**src/design/pudas_params.svh**
```systemverilog
// timing counts, reset values and address prefixes of the power-up defaults loader
`ifndef PUDAS_PARAMS_SVH
`define PUDAS_PARAMS_SVH
`define PUDAS_CLK_HZ          40000000
`define PUDAS_RATE_FAST_HZ    8
`define PUDAS_RATE_SLOW_HZ    4
`define PUDAS_FAST_CYCLES     (`PUDAS_CLK_HZ / `PUDAS_RATE_FAST_HZ)
`define PUDAS_SLOW_CYCLES     (`PUDAS_CLK_HZ / `PUDAS_RATE_SLOW_HZ)
`define PUDAS_PTR_RST         8'h00
`define PUDAS_RATE_RST        8'h06
`define PUDAS_HYST_RST        8'h0a
`define PUDAS_HIGH_RST        8'h7f
`define PUDAS_LOW_RST         8'hc9
`define PUDAS_PFX_GND         4'h3
`define PUDAS_PFX_HIZ         4'h5
`define PUDAS_PFX_VCC         4'h9
`define PUDAS_SETTLE_CYCLES   4
`endif

```
**src/design/pudas_pkg.sv**
```systemverilog
// types shared by the power-up defaults loader
package pudas_pkg;
  typedef enum logic [1:0] {
    PUDAS_PIN_GND = 2'b00,
    PUDAS_PIN_HIZ = 2'b01,
    PUDAS_PIN_VCC = 2'b10
  } pudas_pin_t;

  typedef struct packed {
    logic [7:0] cmd_ptr;
    logic [7:0] conv_rate;
    logic [7:0] hyst;
    logic [7:0] high_temp_limit;
    logic [7:0] low_temp_limit;
  } pudas_regs_t;

  typedef struct packed {
    logic conv_local;
    logic conv_remote2;
    logic conv_remote1;
  } pudas_conv_t;
endpackage

```
**src/design/pudas_strap_decode.sv**
```systemverilog
// decodes the two three-level address straps into a 7-bit slave address
`timescale 1ns/1ps
`include "pudas_params.svh"
module pudas_strap_decode
  import pudas_pkg::*;
(
  input  wire pudas_pkg::pudas_pin_t addr_strap_first,
  input  wire pudas_pkg::pudas_pin_t addr_strap_second,
  output logic [6:0]                 addr
);
  logic [3:0] prefix;
  logic [2:0] low;

  always_comb
  begin
    // low bits step by the second strap; vcc prefix rows start at 100
    case (addr_strap_first)
      PUDAS_PIN_GND:
      begin
        prefix = `PUDAS_PFX_GND;
        low    = 3'h0;
      end
      PUDAS_PIN_HIZ:
      begin
        prefix = `PUDAS_PFX_HIZ;
        low    = 3'h1;
      end
      default:
      begin
        prefix = `PUDAS_PFX_VCC;
        low    = 3'h4;
      end
    endcase
    case (addr_strap_second)
      PUDAS_PIN_GND: addr = {prefix, low};
      PUDAS_PIN_HIZ: addr = {prefix, 3'(low + 3'h1)};
      default:       addr = {prefix, 3'(low + 3'h2)};
    endcase
  end
endmodule

```
**src/design/pudas_loader.sv**
```systemverilog
// power-up defaults loader: strap address latch, register defaults, autonomous conversion ticks
// Behaviour
// address is prefix from first strap plus low bits from second strap.
// straps sampled at power-up; decoded value becomes the slave address.
// autonomous conversions after power-up: remote 2 and local 4Hz, remote 1 8Hz.
// command pointer resets to 00h.
// high limits load maximum default, low limits load minimum default.
// hysteresis resets to ten degrees Celsius.
// latched alert is cleared at power-up and reset.
// straps sampled only at reset; later pin changes ignored.
// external reset high restores all power-on values and resamples straps.
// conversion rate register resets to 06h.
`timescale 1ns/1ps
`include "pudas_params.svh"
module pudas_loader
  import pudas_pkg::*;
#(
  parameter int FAST_CYCLES = `PUDAS_FAST_CYCLES,
  parameter int SLOW_CYCLES = `PUDAS_SLOW_CYCLES
)
(
  input  wire logic                  ref_clk,
  input  wire logic                  rst_n,
  input  wire logic                  ext_reset,
  input  wire pudas_pkg::pudas_pin_t addr_strap_first,
  input  wire pudas_pkg::pudas_pin_t addr_strap_second,
  input  wire logic                  alert_event,
  input  wire logic                  alert_clear,
  output logic [6:0]                 slave_addr,
  output logic                       addr_valid,
  output pudas_pkg::pudas_regs_t     regs,
  output logic                       alert_latched,
  output pudas_pkg::pudas_conv_t     conv_start
);
  import pudas_pkg::*;

  typedef enum logic [1:0] {
    PUDAS_ST_LOAD   = 2'b00,
    PUDAS_ST_SETTLE = 2'b01,
    PUDAS_ST_RUN    = 2'b10
  } pudas_state_t;

  // pins are asynchronous to ref_clk: two flops each before use
  logic [1:0] s1_first;
  logic [1:0] s2_first;
  logic [1:0] s1_second;
  logic [1:0] s2_second;
  logic       s1_ext;
  logic       s2_ext;

  always_ff @(posedge ref_clk)
  begin
    s1_first  <= addr_strap_first;
    s2_first  <= s1_first;
    s1_second <= addr_strap_second;
    s2_second <= s1_second;
    s1_ext    <= ext_reset;
    s2_ext    <= s1_ext;
  end

  logic [6:0] decoded;

  pudas_strap_decode u_dec (
    .addr_strap_first  (pudas_pin_t'(s2_first)),
    .addr_strap_second (pudas_pin_t'(s2_second)),
    .addr              (decoded)
  );

  pudas_state_t state;
  pudas_state_t next_state;
  logic [2:0]   settle;
  logic [2:0]   next_settle;
  logic [6:0]   next_slave_addr;
  logic         next_addr_valid;
  pudas_regs_t  next_regs;
  logic         next_alert_latched;
  logic [31:0]  fast_cnt;
  logic [31:0]  next_fast_cnt;
  logic [31:0]  slow_cnt;
  logic [31:0]  next_slow_cnt;
  pudas_conv_t  next_conv_start;
  logic         reload;

  assign reload = s2_ext;

  always_comb
  begin
    next_state         = state;
    next_settle        = settle;
    next_slave_addr    = slave_addr;
    next_addr_valid    = addr_valid;
    next_regs          = regs;
    next_alert_latched = alert_latched;
    next_fast_cnt      = fast_cnt;
    next_slow_cnt      = slow_cnt;
    next_conv_start    = '0;
    if (reload)
    begin
      // external reset behaves like power-up: defaults reloaded, straps resampled
      next_state                = PUDAS_ST_LOAD;
      next_addr_valid           = 1'b0;
      next_regs.cmd_ptr         = `PUDAS_PTR_RST;
      next_regs.conv_rate       = `PUDAS_RATE_RST;
      next_regs.hyst            = `PUDAS_HYST_RST;
      next_regs.high_temp_limit = `PUDAS_HIGH_RST;
      next_regs.low_temp_limit  = `PUDAS_LOW_RST;
      next_alert_latched        = 1'b0;
    end
    else
    begin
      case (state)
        PUDAS_ST_LOAD:
        begin
          // wait lets fresh pin values reach the synchroniser output
          next_settle = 3'h0;
          next_state  = PUDAS_ST_SETTLE;
        end
        PUDAS_ST_SETTLE:
        begin
          next_settle = 3'(settle + 3'h1);
          if (settle == 3'(`PUDAS_SETTLE_CYCLES - 1))
          begin
            next_slave_addr = decoded;
            next_addr_valid = 1'b1;
            next_fast_cnt   = '0;
            next_slow_cnt   = '0;
            next_state      = PUDAS_ST_RUN;
          end
        end
        PUDAS_ST_RUN:
        begin
          // address held here; pin changes no longer reach slave_addr
          next_fast_cnt = fast_cnt + 32'h1;
          next_slow_cnt = slow_cnt + 32'h1;
          if (fast_cnt == 32'(FAST_CYCLES - 1))
          begin
            next_fast_cnt                = '0;
            next_conv_start.conv_remote1 = 1'b1;
          end
          if (slow_cnt == 32'(SLOW_CYCLES - 1))
          begin
            next_slow_cnt                = '0;
            next_conv_start.conv_remote2 = 1'b1;
            next_conv_start.conv_local   = 1'b1;
          end
          // set wins over clear
          if (alert_clear)
            next_alert_latched = 1'b0;
          if (alert_event)
            next_alert_latched = 1'b1;
        end
        default:
          next_state = PUDAS_ST_LOAD;
      endcase
    end
  end

  always_ff @(posedge ref_clk)
  begin
    if (!rst_n)
    begin
      state                <= PUDAS_ST_LOAD;
      settle               <= 3'h0;
      slave_addr           <= 7'h00;
      addr_valid           <= 1'b0;
      regs.cmd_ptr         <= `PUDAS_PTR_RST;
      regs.conv_rate       <= `PUDAS_RATE_RST;
      regs.hyst            <= `PUDAS_HYST_RST;
      regs.high_temp_limit <= `PUDAS_HIGH_RST;
      regs.low_temp_limit  <= `PUDAS_LOW_RST;
      alert_latched        <= 1'b0;
      fast_cnt             <= 32'h0;
      slow_cnt             <= 32'h0;
      conv_start           <= '0;
    end
    else
    begin
      state         <= next_state;
      settle        <= next_settle;
      slave_addr    <= next_slave_addr;
      addr_valid    <= next_addr_valid;
      regs          <= next_regs;
      alert_latched <= next_alert_latched;
      fast_cnt      <= next_fast_cnt;
      slow_cnt      <= next_slow_cnt;
      conv_start    <= next_conv_start;
    end
  end
endmodule

```
**config.mk**
```make
export PLATFORM = sky130hd
export DESIGN_NAME = pudas_loader
export DESIGN_NICKNAME = d
export VERILOG_FILES = /design/src/design/pudas_pkg.sv /design/src/design/pudas_strap_decode.sv /design/src/design/pudas_loader.sv
export VERILOG_INCLUDE_DIRS = /design/src /design/src/design
export SDC_FILE = /design/constraint.sdc
export NUM_CORES = 1
export LEC_CHECK = 0
export ABC_AREA = 1
export BUFFER_PORTS_ARGS = -buffer_cell sky130_fd_sc_hd__buf_2
export CELL_PAD_IN_SITES_DETAIL_PLACEMENT = 0
export CELL_PAD_IN_SITES_GLOBAL_PLACEMENT = 1
export CORE_MARGIN = 5
export CORE_UTILIZATION = 37
export DETAILED_ROUTE_END_ITERATION = 8
export PLACE_DENSITY = 0.84
export SETUP_SLACK_MARGIN = 0.2
export SLEW_MARGIN = 20
export SYNTH_ARGS = -nofsm -noshare
export SYNTH_HDL_FRONTEND = slang
export SYNTH_SLANG_ARGS = --single-unit
export TNS_END_PERCENT = 30
```
**constraint.sdc**
```tcl
create_clock -name ref_clk -period 1.7 [get_ports ref_clk]
set_clock_uncertainty 0.15 [all_clocks]
set_input_delay 0.085 -clock ref_clk [delete_from_list [all_inputs] [get_ports ref_clk]]
set_output_delay 0.085 -clock ref_clk [all_outputs]
set_load 0.005 [all_outputs]
```
==> impl_results.md, run 1 <==
* Status: finished, violations left
* Violated checks: setup timing
* Sw frac at 0.2280
* Highest-delay cell along the critical path: dfxtp_2
* DRT antenna net count at 0
* Post-route insts no fill at ~1100
* Reg power frac at 0.491
* Synth async-reset ratio at 0
* Die height at between 100 and 150 um
* Unrepaired setup endpoints after global routing: true
* CTS Buf Count at 9
* DRT Pass-1 Iters at 5
* # port buffers at 20
* Depth of the worst register-to-register path at 11
* Register area share after synthesis at 0.3439
* DR WL met3 at around 560 um
* Max IR drop VDD at 0.5269 mV
* Post-synth top cells: nand2_1, nor2_1, dfxtp_1, inv_1, buf_4
* Hold path depth at 0
* Placed insts at roughly 1100
* Cell count after synthesis at 827
* Final setup fails at 39
* Static Leakage at 0.002835 uW
* M1 wire length at roughly 6800 um
* Post-route cell area at a little under 7000 um^2
* WL per Instance at between 10 and 15 um
* Placed Area at 6040 um^2
* HP Class: flip-flop to flip-flop
* Via count at ~5200
* Max_cap viols at 0
* I/O pin cnt at 61
* Clock power frac at 0.478
* Final Max Tran Viols at 0
* WS Path Type: flip-flop to flip-flop
* DRC viols at 0
* Syn Area/Cell at ~6.3 um^2
* WHS at about 0.18 ns
* Vias in the first global route at 4844
* Final hold viol count at 0
* Clock Tree Buf Depth at 2
* Count leader, synth: nand2_1
* Fmax at around 560 MHz
* Ys Warns at 0
* WP depth at 11
* Overall global routing resource usage at 0.1718
* WP data required at ~1.8 ns
* WP buf/inv at 2
* Share of the synthesized area in the top cell type at 0.3439
* Initial core utilization at 0.3747
* Clock-pin slew on the worst setup and hold paths at ~0.07 ns
* Row count at 43
* DRT Wirelength at ~14000 um
* CP cell instances: ha_4 > ha_4 > nand2_2 > inv_2 > nand3_4 > nand2_8 > buf_8 > nand3_4 > o21ai_1 > nand2_1 > a21oi_2
* PwrDens at 620.5 nW/um^2
* Post-synthesis register bit count at slightly below 90
* Period utilisation layout at 1.055
* Final WS setup at -0.09346 ns
* Post-synthesis cell type count at 34
* Die Wd at between 100 and 150 um
* Clk Latency, worst-skew pair at between 0.3 and 0.4 ns
* Place WS at -0.1478 ns
* CTS Root Cell: clkbuf_16
* Placer Congestion at approximately 0.83
* HPWL after detailed placement at 10640 um
* Internal power at 3314 uW
* P&R area growth vs syn at 33.52%
* Clock period minus worst slack at approximately 1.8 ns
* Top post-synthesis cells by area: dfxtp_1, nand2_1, nor2_1
* # H-tree levels at 3
* Max FO, Critical Path at 8
* Crit start category: flip-flop
* DR iter-0 viols at ~250
* Switching Power at between 900 and 1000 uW
* DIE AREA at roughly 16000 um^2
* Initial antenna violation count at 0
* CP Capture Type: flip-flop
* Final #Nets at approximately 960
* Fin util at 0.5003
* Top Family by Delay on Critical Path: simple AND/OR/NAND/NOR gates
* CP max stage delay at approximately 0.36 ns
* First-pass GRT wire length at between 20000 and 25000 um
* CP arrival at 1.92 ns
* Comb pwr share at 0.032
* Grt total ovfl at 0
* CTS tree: yes
* Antenna diodes at 0
* Core Region at 13830 um^2
* CTS sink count at 89
* Largest net degree at the start of global routing at 20
* Post-synth EDFFs at 0
* Top_reg_cell synth: dfxtp_1
* Mapped Area at between 5000 and 6000 um^2
* Share of post-route cells with drive strength above 1 at 0.2442
* Top sig layer: met4
* Biggest area consumer among synthesized cells: dfxtp_1
* Number of vias per cell at roughly 4.6
* Fill cells at between 1000 and 1500
* WL met2 at between 6000 and 7000 um
==> placed cells by master (no fill, tap or decap), types with 12 or more instances in the layout <==
cell type	netlist	routed
a21oi_1	36	30
buf_2	3	20
buf_4	45	84
conb_1	2	40
dfxtp_1	89	81
inv_1	78	77
nand2_1	246	229
nand2_2	3	17
nand3_1	41	36
nand4_1	16	16
nor2_1	171	145
nor2_2	8	24
nor2_4	4	14
xor2_1	12	12
==> kinds of logic (layout without fill, tap and decap cells) <==
family,Yosys count,count (layout),synth area share
simple gates,511,512,0.4125
buf+inv,137,225,0.1340
flops,89,89,0.3439
compound gates,65,65,0.06641
xor+xnor,19,19,0.03212
fa+ha+maj,4,4,0.009660
other cells,2,40,0.001449
==> what timing repair did <==
action | in CTS | in global routing
gates cloned | 2 | 0
gates resized for setup | 47 | 48
pin swaps | 35 | 21
hold buffers | 8 | 0
endpoints found under the setup margin | 72 | 73
hold endpoints to repair | 10 | 0
buffers inserted | 10 | 5
==> sequential cells by signal, indices dropped and copies added, names as in the netlist <==
register / count
addr_valid: 1
s1_second: 2
conv_start: 2
slave_addr: 6
s1_first: 2
state: 2
s2_first: 2
s1_ext: 1
fast_cnt: 32
slow_cnt: 32
s2_second: 2
reload: 1
settle: 3
alert_latched: 1
==> final cells by class <==
cell class	instances	area, um^2	share of cell area
Timing Repair Buffer	127	1052	0.1521
Tap cell	180	225.2	0.03256
Inverter	82	312.8	0.04522
Clock buffer	10	229.0	0.03310
Sequential cell	89	1794	0.2594
Multi-Input combinational cell	640	3231	0.4670
Clock inverter	6	73.82	0.01067
==> path summary, 6_finish.rpt <==
| path | startpoint | end | slack [ns] |
|---|---|---|---|
| worst max-delay path | settle[0] | slow_cnt[22] | -0.09 |
| worst min-delay path | s1_first[0] | s2_first[0] | 0.18 |
| worst max register to register | settle[0] | slow_cnt[22] | -0.09 |
| worst min register to register | s1_first[0] | s2_first[0] | 0.18 |
==> worst register-to-register path: cells and delay by family (launching register included) <==
family	cells	cell delay, ns
AOI/OAI and AO/OA	2	0.24
buffers and inverters	2	0.23
and+or+nand+nor	5	0.48
DFF	1	0.36
adders and majority gates	2	0.26
==> stage by stage <==
stage	setup TNS [ns]	power, uW
finish	-1.763	4293
floorplan	0	2283
CTS	-2.016	4335
global route	-7.310	4434
detailed placement	-4.393	2255
global placement	-2.631	2252
==> power groups by stage <==
stage	registers, uW	logic, uW	clock network (uW)
floorplan	2150	130	0
global placement	2150	98.0	0
detailed placement	2160	99.0	0
CTS	2110	129	2100
global route	2110	152	2180
finish	2110	135	2050
==> routing by layer <==
metal	vias to the layer above	track usage
li1	2758	-
met1	2362	0.2366
met2	113	0.2746
met3	15	0.02200
met4	0	0.06617
met5	-	0
Note: power is estimated with default switching activity, not from simulation.
==> run 2, diff against run 1 <==
- CORE_UTILIZATION: 37 -> 30
- PLACE_DENSITY: 0.84 -> 0.72
- SLEW_MARGIN: 20 -> 10
==> run 2 against run 1 <==
Compared with the run above: the run still ends with setup timing left; global-route usage down 2.1 points; sequential power about the same; cell count up 4.9%; critical path depth unchanged; routed wire length up 4.3%; die area up 21%; final area up 2.9%; maximum frequency up 0.87%; combinational power down 12%; setup slack better by 0.015 ns; clock-buffer cell count unchanged; critical path type unchanged; critical endpoint is now slow_cnt[9].
==> impl_results.md, run 2 (same netlist as run 1, synthesis figures left out) <==
* DRT Wirelength at 14740 um (+4.3%)
* Switching Power at 1011 uW (+3.3%)
* Final setup fails at 39 (unchanged)
* Share of post-route cells with drive strength above 1 at 0.2560 (+0.01172)
* Die Wd at 141.4 um (+10%)
* Static Leakage at 0.002964 uW (+4.6%)
* Commonest cells after routing, fill and taps aside: nand2_1, nor2_1, buf_4, dfxtp_1, inv_1
* Grt total ovfl at 0 (unchanged)
* Regs by FF count: fast_cnt: 32 flops, slow_cnt: 32 flops, slave_addr: 6 flops
* First-pass GRT wire length at 24480 um (+6.3%)
* CTS Root Cell: clkbuf_16
* Final #Nets at 973 (+1.1%)
* DR WL met3 at 545 um (-3.2%)
* Clock power frac at 0.488 (+0.010)
* Core Region at 17120 um^2 (+24%)
* Pwr Total at 4345 uW (+1.2%)
* Clock Tree Buf Depth at 2 (unchanged)
* Clock-pin slew on the worst setup and hold paths at 0.07 ns (about the same)
* DIE AREA at 20000 um^2 (+21%)
* Row count at 48 (+12%)
* DRT antenna net count at 0 (unchanged)
* # H-tree levels at 3 (unchanged)
* Die height at 141.4 um (+10%)
* CP max stage delay at 0.35 ns (about the same)
* DR iter-0 viols at 280 (+12%)
* M1 wire length at 7086 um (+4.7%)
* Clock period minus worst slack at 1.778 ns (-0.01546 ns)
* DRT Pass-1 Iters at 5 (unchanged)
* Violated checks: setup timing
* HP Class: primary input to flip-flop
* Final hold viol count at 0 (unchanged)
* Max IR drop VDD at 0.5613 mV (+6.5%)
* Footprint of the multi-input gates at 3242 um^2 (+0.35%)
* Unrepaired setup endpoints after global routing: true
* Max_cap viols at 0 (unchanged)
* CTS tree: yes
* CP Capture Type: flip-flop
* Placer Congestion at 0.8172 (-2.1%)
* Initial core utilization at 0.3027 (-0.07201)
* Overall global routing resource usage at 0.1508 (-0.02102)
* WL per Instance at 12.38 um (-0.60%)
* Commonest non-fill, non-tap cell in the layout: nand2_1
* Antenna diodes at 0 (unchanged)
* Setup TNS at -1.302 ns (+0.4613 ns)
* Vias in the first global route at 5049 (+4.2%)
* PwrDens at 610.6 nW/um^2 (-1.6%)
* Fill cells at 1821 (+32%)
* WL met2 at 6885 um (+4.7%)
* Highest-delay cell along the critical path: dfxtp_2
* HPWL after detailed placement at 11170 um (+5.0%)
* Internal power at 3334 uW (+0.59%)
* Max FO, Critical Path at 7 (-1)
* Largest net degree at the start of global routing at 20 (unchanged)
* Period utilisation layout at 1.046 (-0.009095)
* CTS Buf Count at 9 (unchanged)
* CP cell instances: ha_4 > ha_4 > nand2_2 > inv_2 > nand3_4 > nand2_8 > buf_12 > buf_16 > nand4_1 > o22ai_1 > nor2_1
* Final WS setup at -0.07799 ns (+0.01546 ns)
* CP most frequent cell: ha_4
* Comb pwr share at 0.027 (-0.005)
* FF+latch area at 1797 um^2 (+0.14%)
* Fmax at 562.4 MHz (+0.87%)
* Sw frac at 0.2327 (+0.004728)
* CTS sink count at 89 (unchanged)
* Status: finished, violations left
* WS Path Type: flip-flop to flip-flop
* Initial antenna violation count at 0 (unchanged)
* Reg power frac at 0.484 (-0.007)
* Crit start category: flip-flop
* Top sig layer: met4
* WP data required at 1.79 ns (-0.04 ns)
* # port buffers at 20 (unchanged)
* DRC viols at 0 (unchanged)
* Via count at 5253 (+0.095%)
* I/O pin cnt at 61 (unchanged)
* P&R area growth vs syn at 37.33%
* Number of vias per cell at 4.414 (-4.6%)
* Clk Latency, worst-skew pair at 0.35 ns (about the same)
* Final Max Tran Viols at 0 (unchanged)
* CP arrival at 1.87 ns (-0.05 ns)
-- run 2: per-layer routing --
metal,global-route usage,vias to the layer above
met4,0.05202,0
li1,-,2776
met5,0,-
met1,0.2027,2378
met3,0.02460,16
met2,0.2460,83
-- run 2: final cells by class --
class	instances	share of cell area
clock buffer	10	0.03359
clock inverter	6	0.01002
inverter	82	0.04431
multi-input combinational	639	0.4556
sequential	89	0.2525
tap	225	0.03956
timing repair buffer	139	0.1644
-- run 2: repair_timing --
item                                   4_1_cts  5_1_grt
gates cloned                                 1        0
resized for setup                           47       54
endpoints found under the hold margin        6        0
hold buffers                                 7        0
setup endpoints to repair                   72       73
pin swaps                                   21       14
buffers inserted                            12        1
-- run 2: worst paths after layout --
path | start | endpoint | slack [ns] | depth (start not counted)
min | rst_n | slow_cnt[1] | 0.02 | 3
max reg2reg | settle[0] | slow_cnt[9] | -0.08 | 11
max | settle[0] | slow_cnt[9] | -0.08 | 11
min reg2reg | s1_first[1] | s2_first[1] | 0.18 | 0
-- run 2: worst max-delay path: cells and delay by family (launching register included) --
family / cells / cell delay (ns)
compound gates: 1 / 0.17
buf+inv: 3 / 0.30
simple gates: 5 / 0.45
fa+ha+maj: 2 / 0.25
flops: 1 / 0.35
-- run 2: power by group through the flow --
stage               sequential (uW)  clock, uW  combinational, uW
floorplan                      2150          0                130
global placement               2150          0                103
detailed placement             2150          0                104
CTS                            2110       2190                117
global route                   2100       2280                135
finish                         2100       2120                119
-- run 2: metrics by stage --
| step | hold WS [ns] | cells | area, um^2 | util | setup WS [ns] |
|---|---|---|---|---|---|
| finish | 0.02013 | 1190 | 7116 | 0.4157 | -0.07799 |
| detailed placement | 0.03959 | 1153 | 6233 | 0.3642 | -0.1587 |
| floorplan | -0.03728 | 865 | 5446 | - | 0.05352 |
| global route | 0.04170 | 1190 | 7116 | 0.4157 | -0.2090 |
| CTS | 0.004169 | 1189 | 6937 | 0.4053 | -0.07279 |
| global placement | 0.03802 | 1153 | 6233 | 0.3642 | -0.1154 |
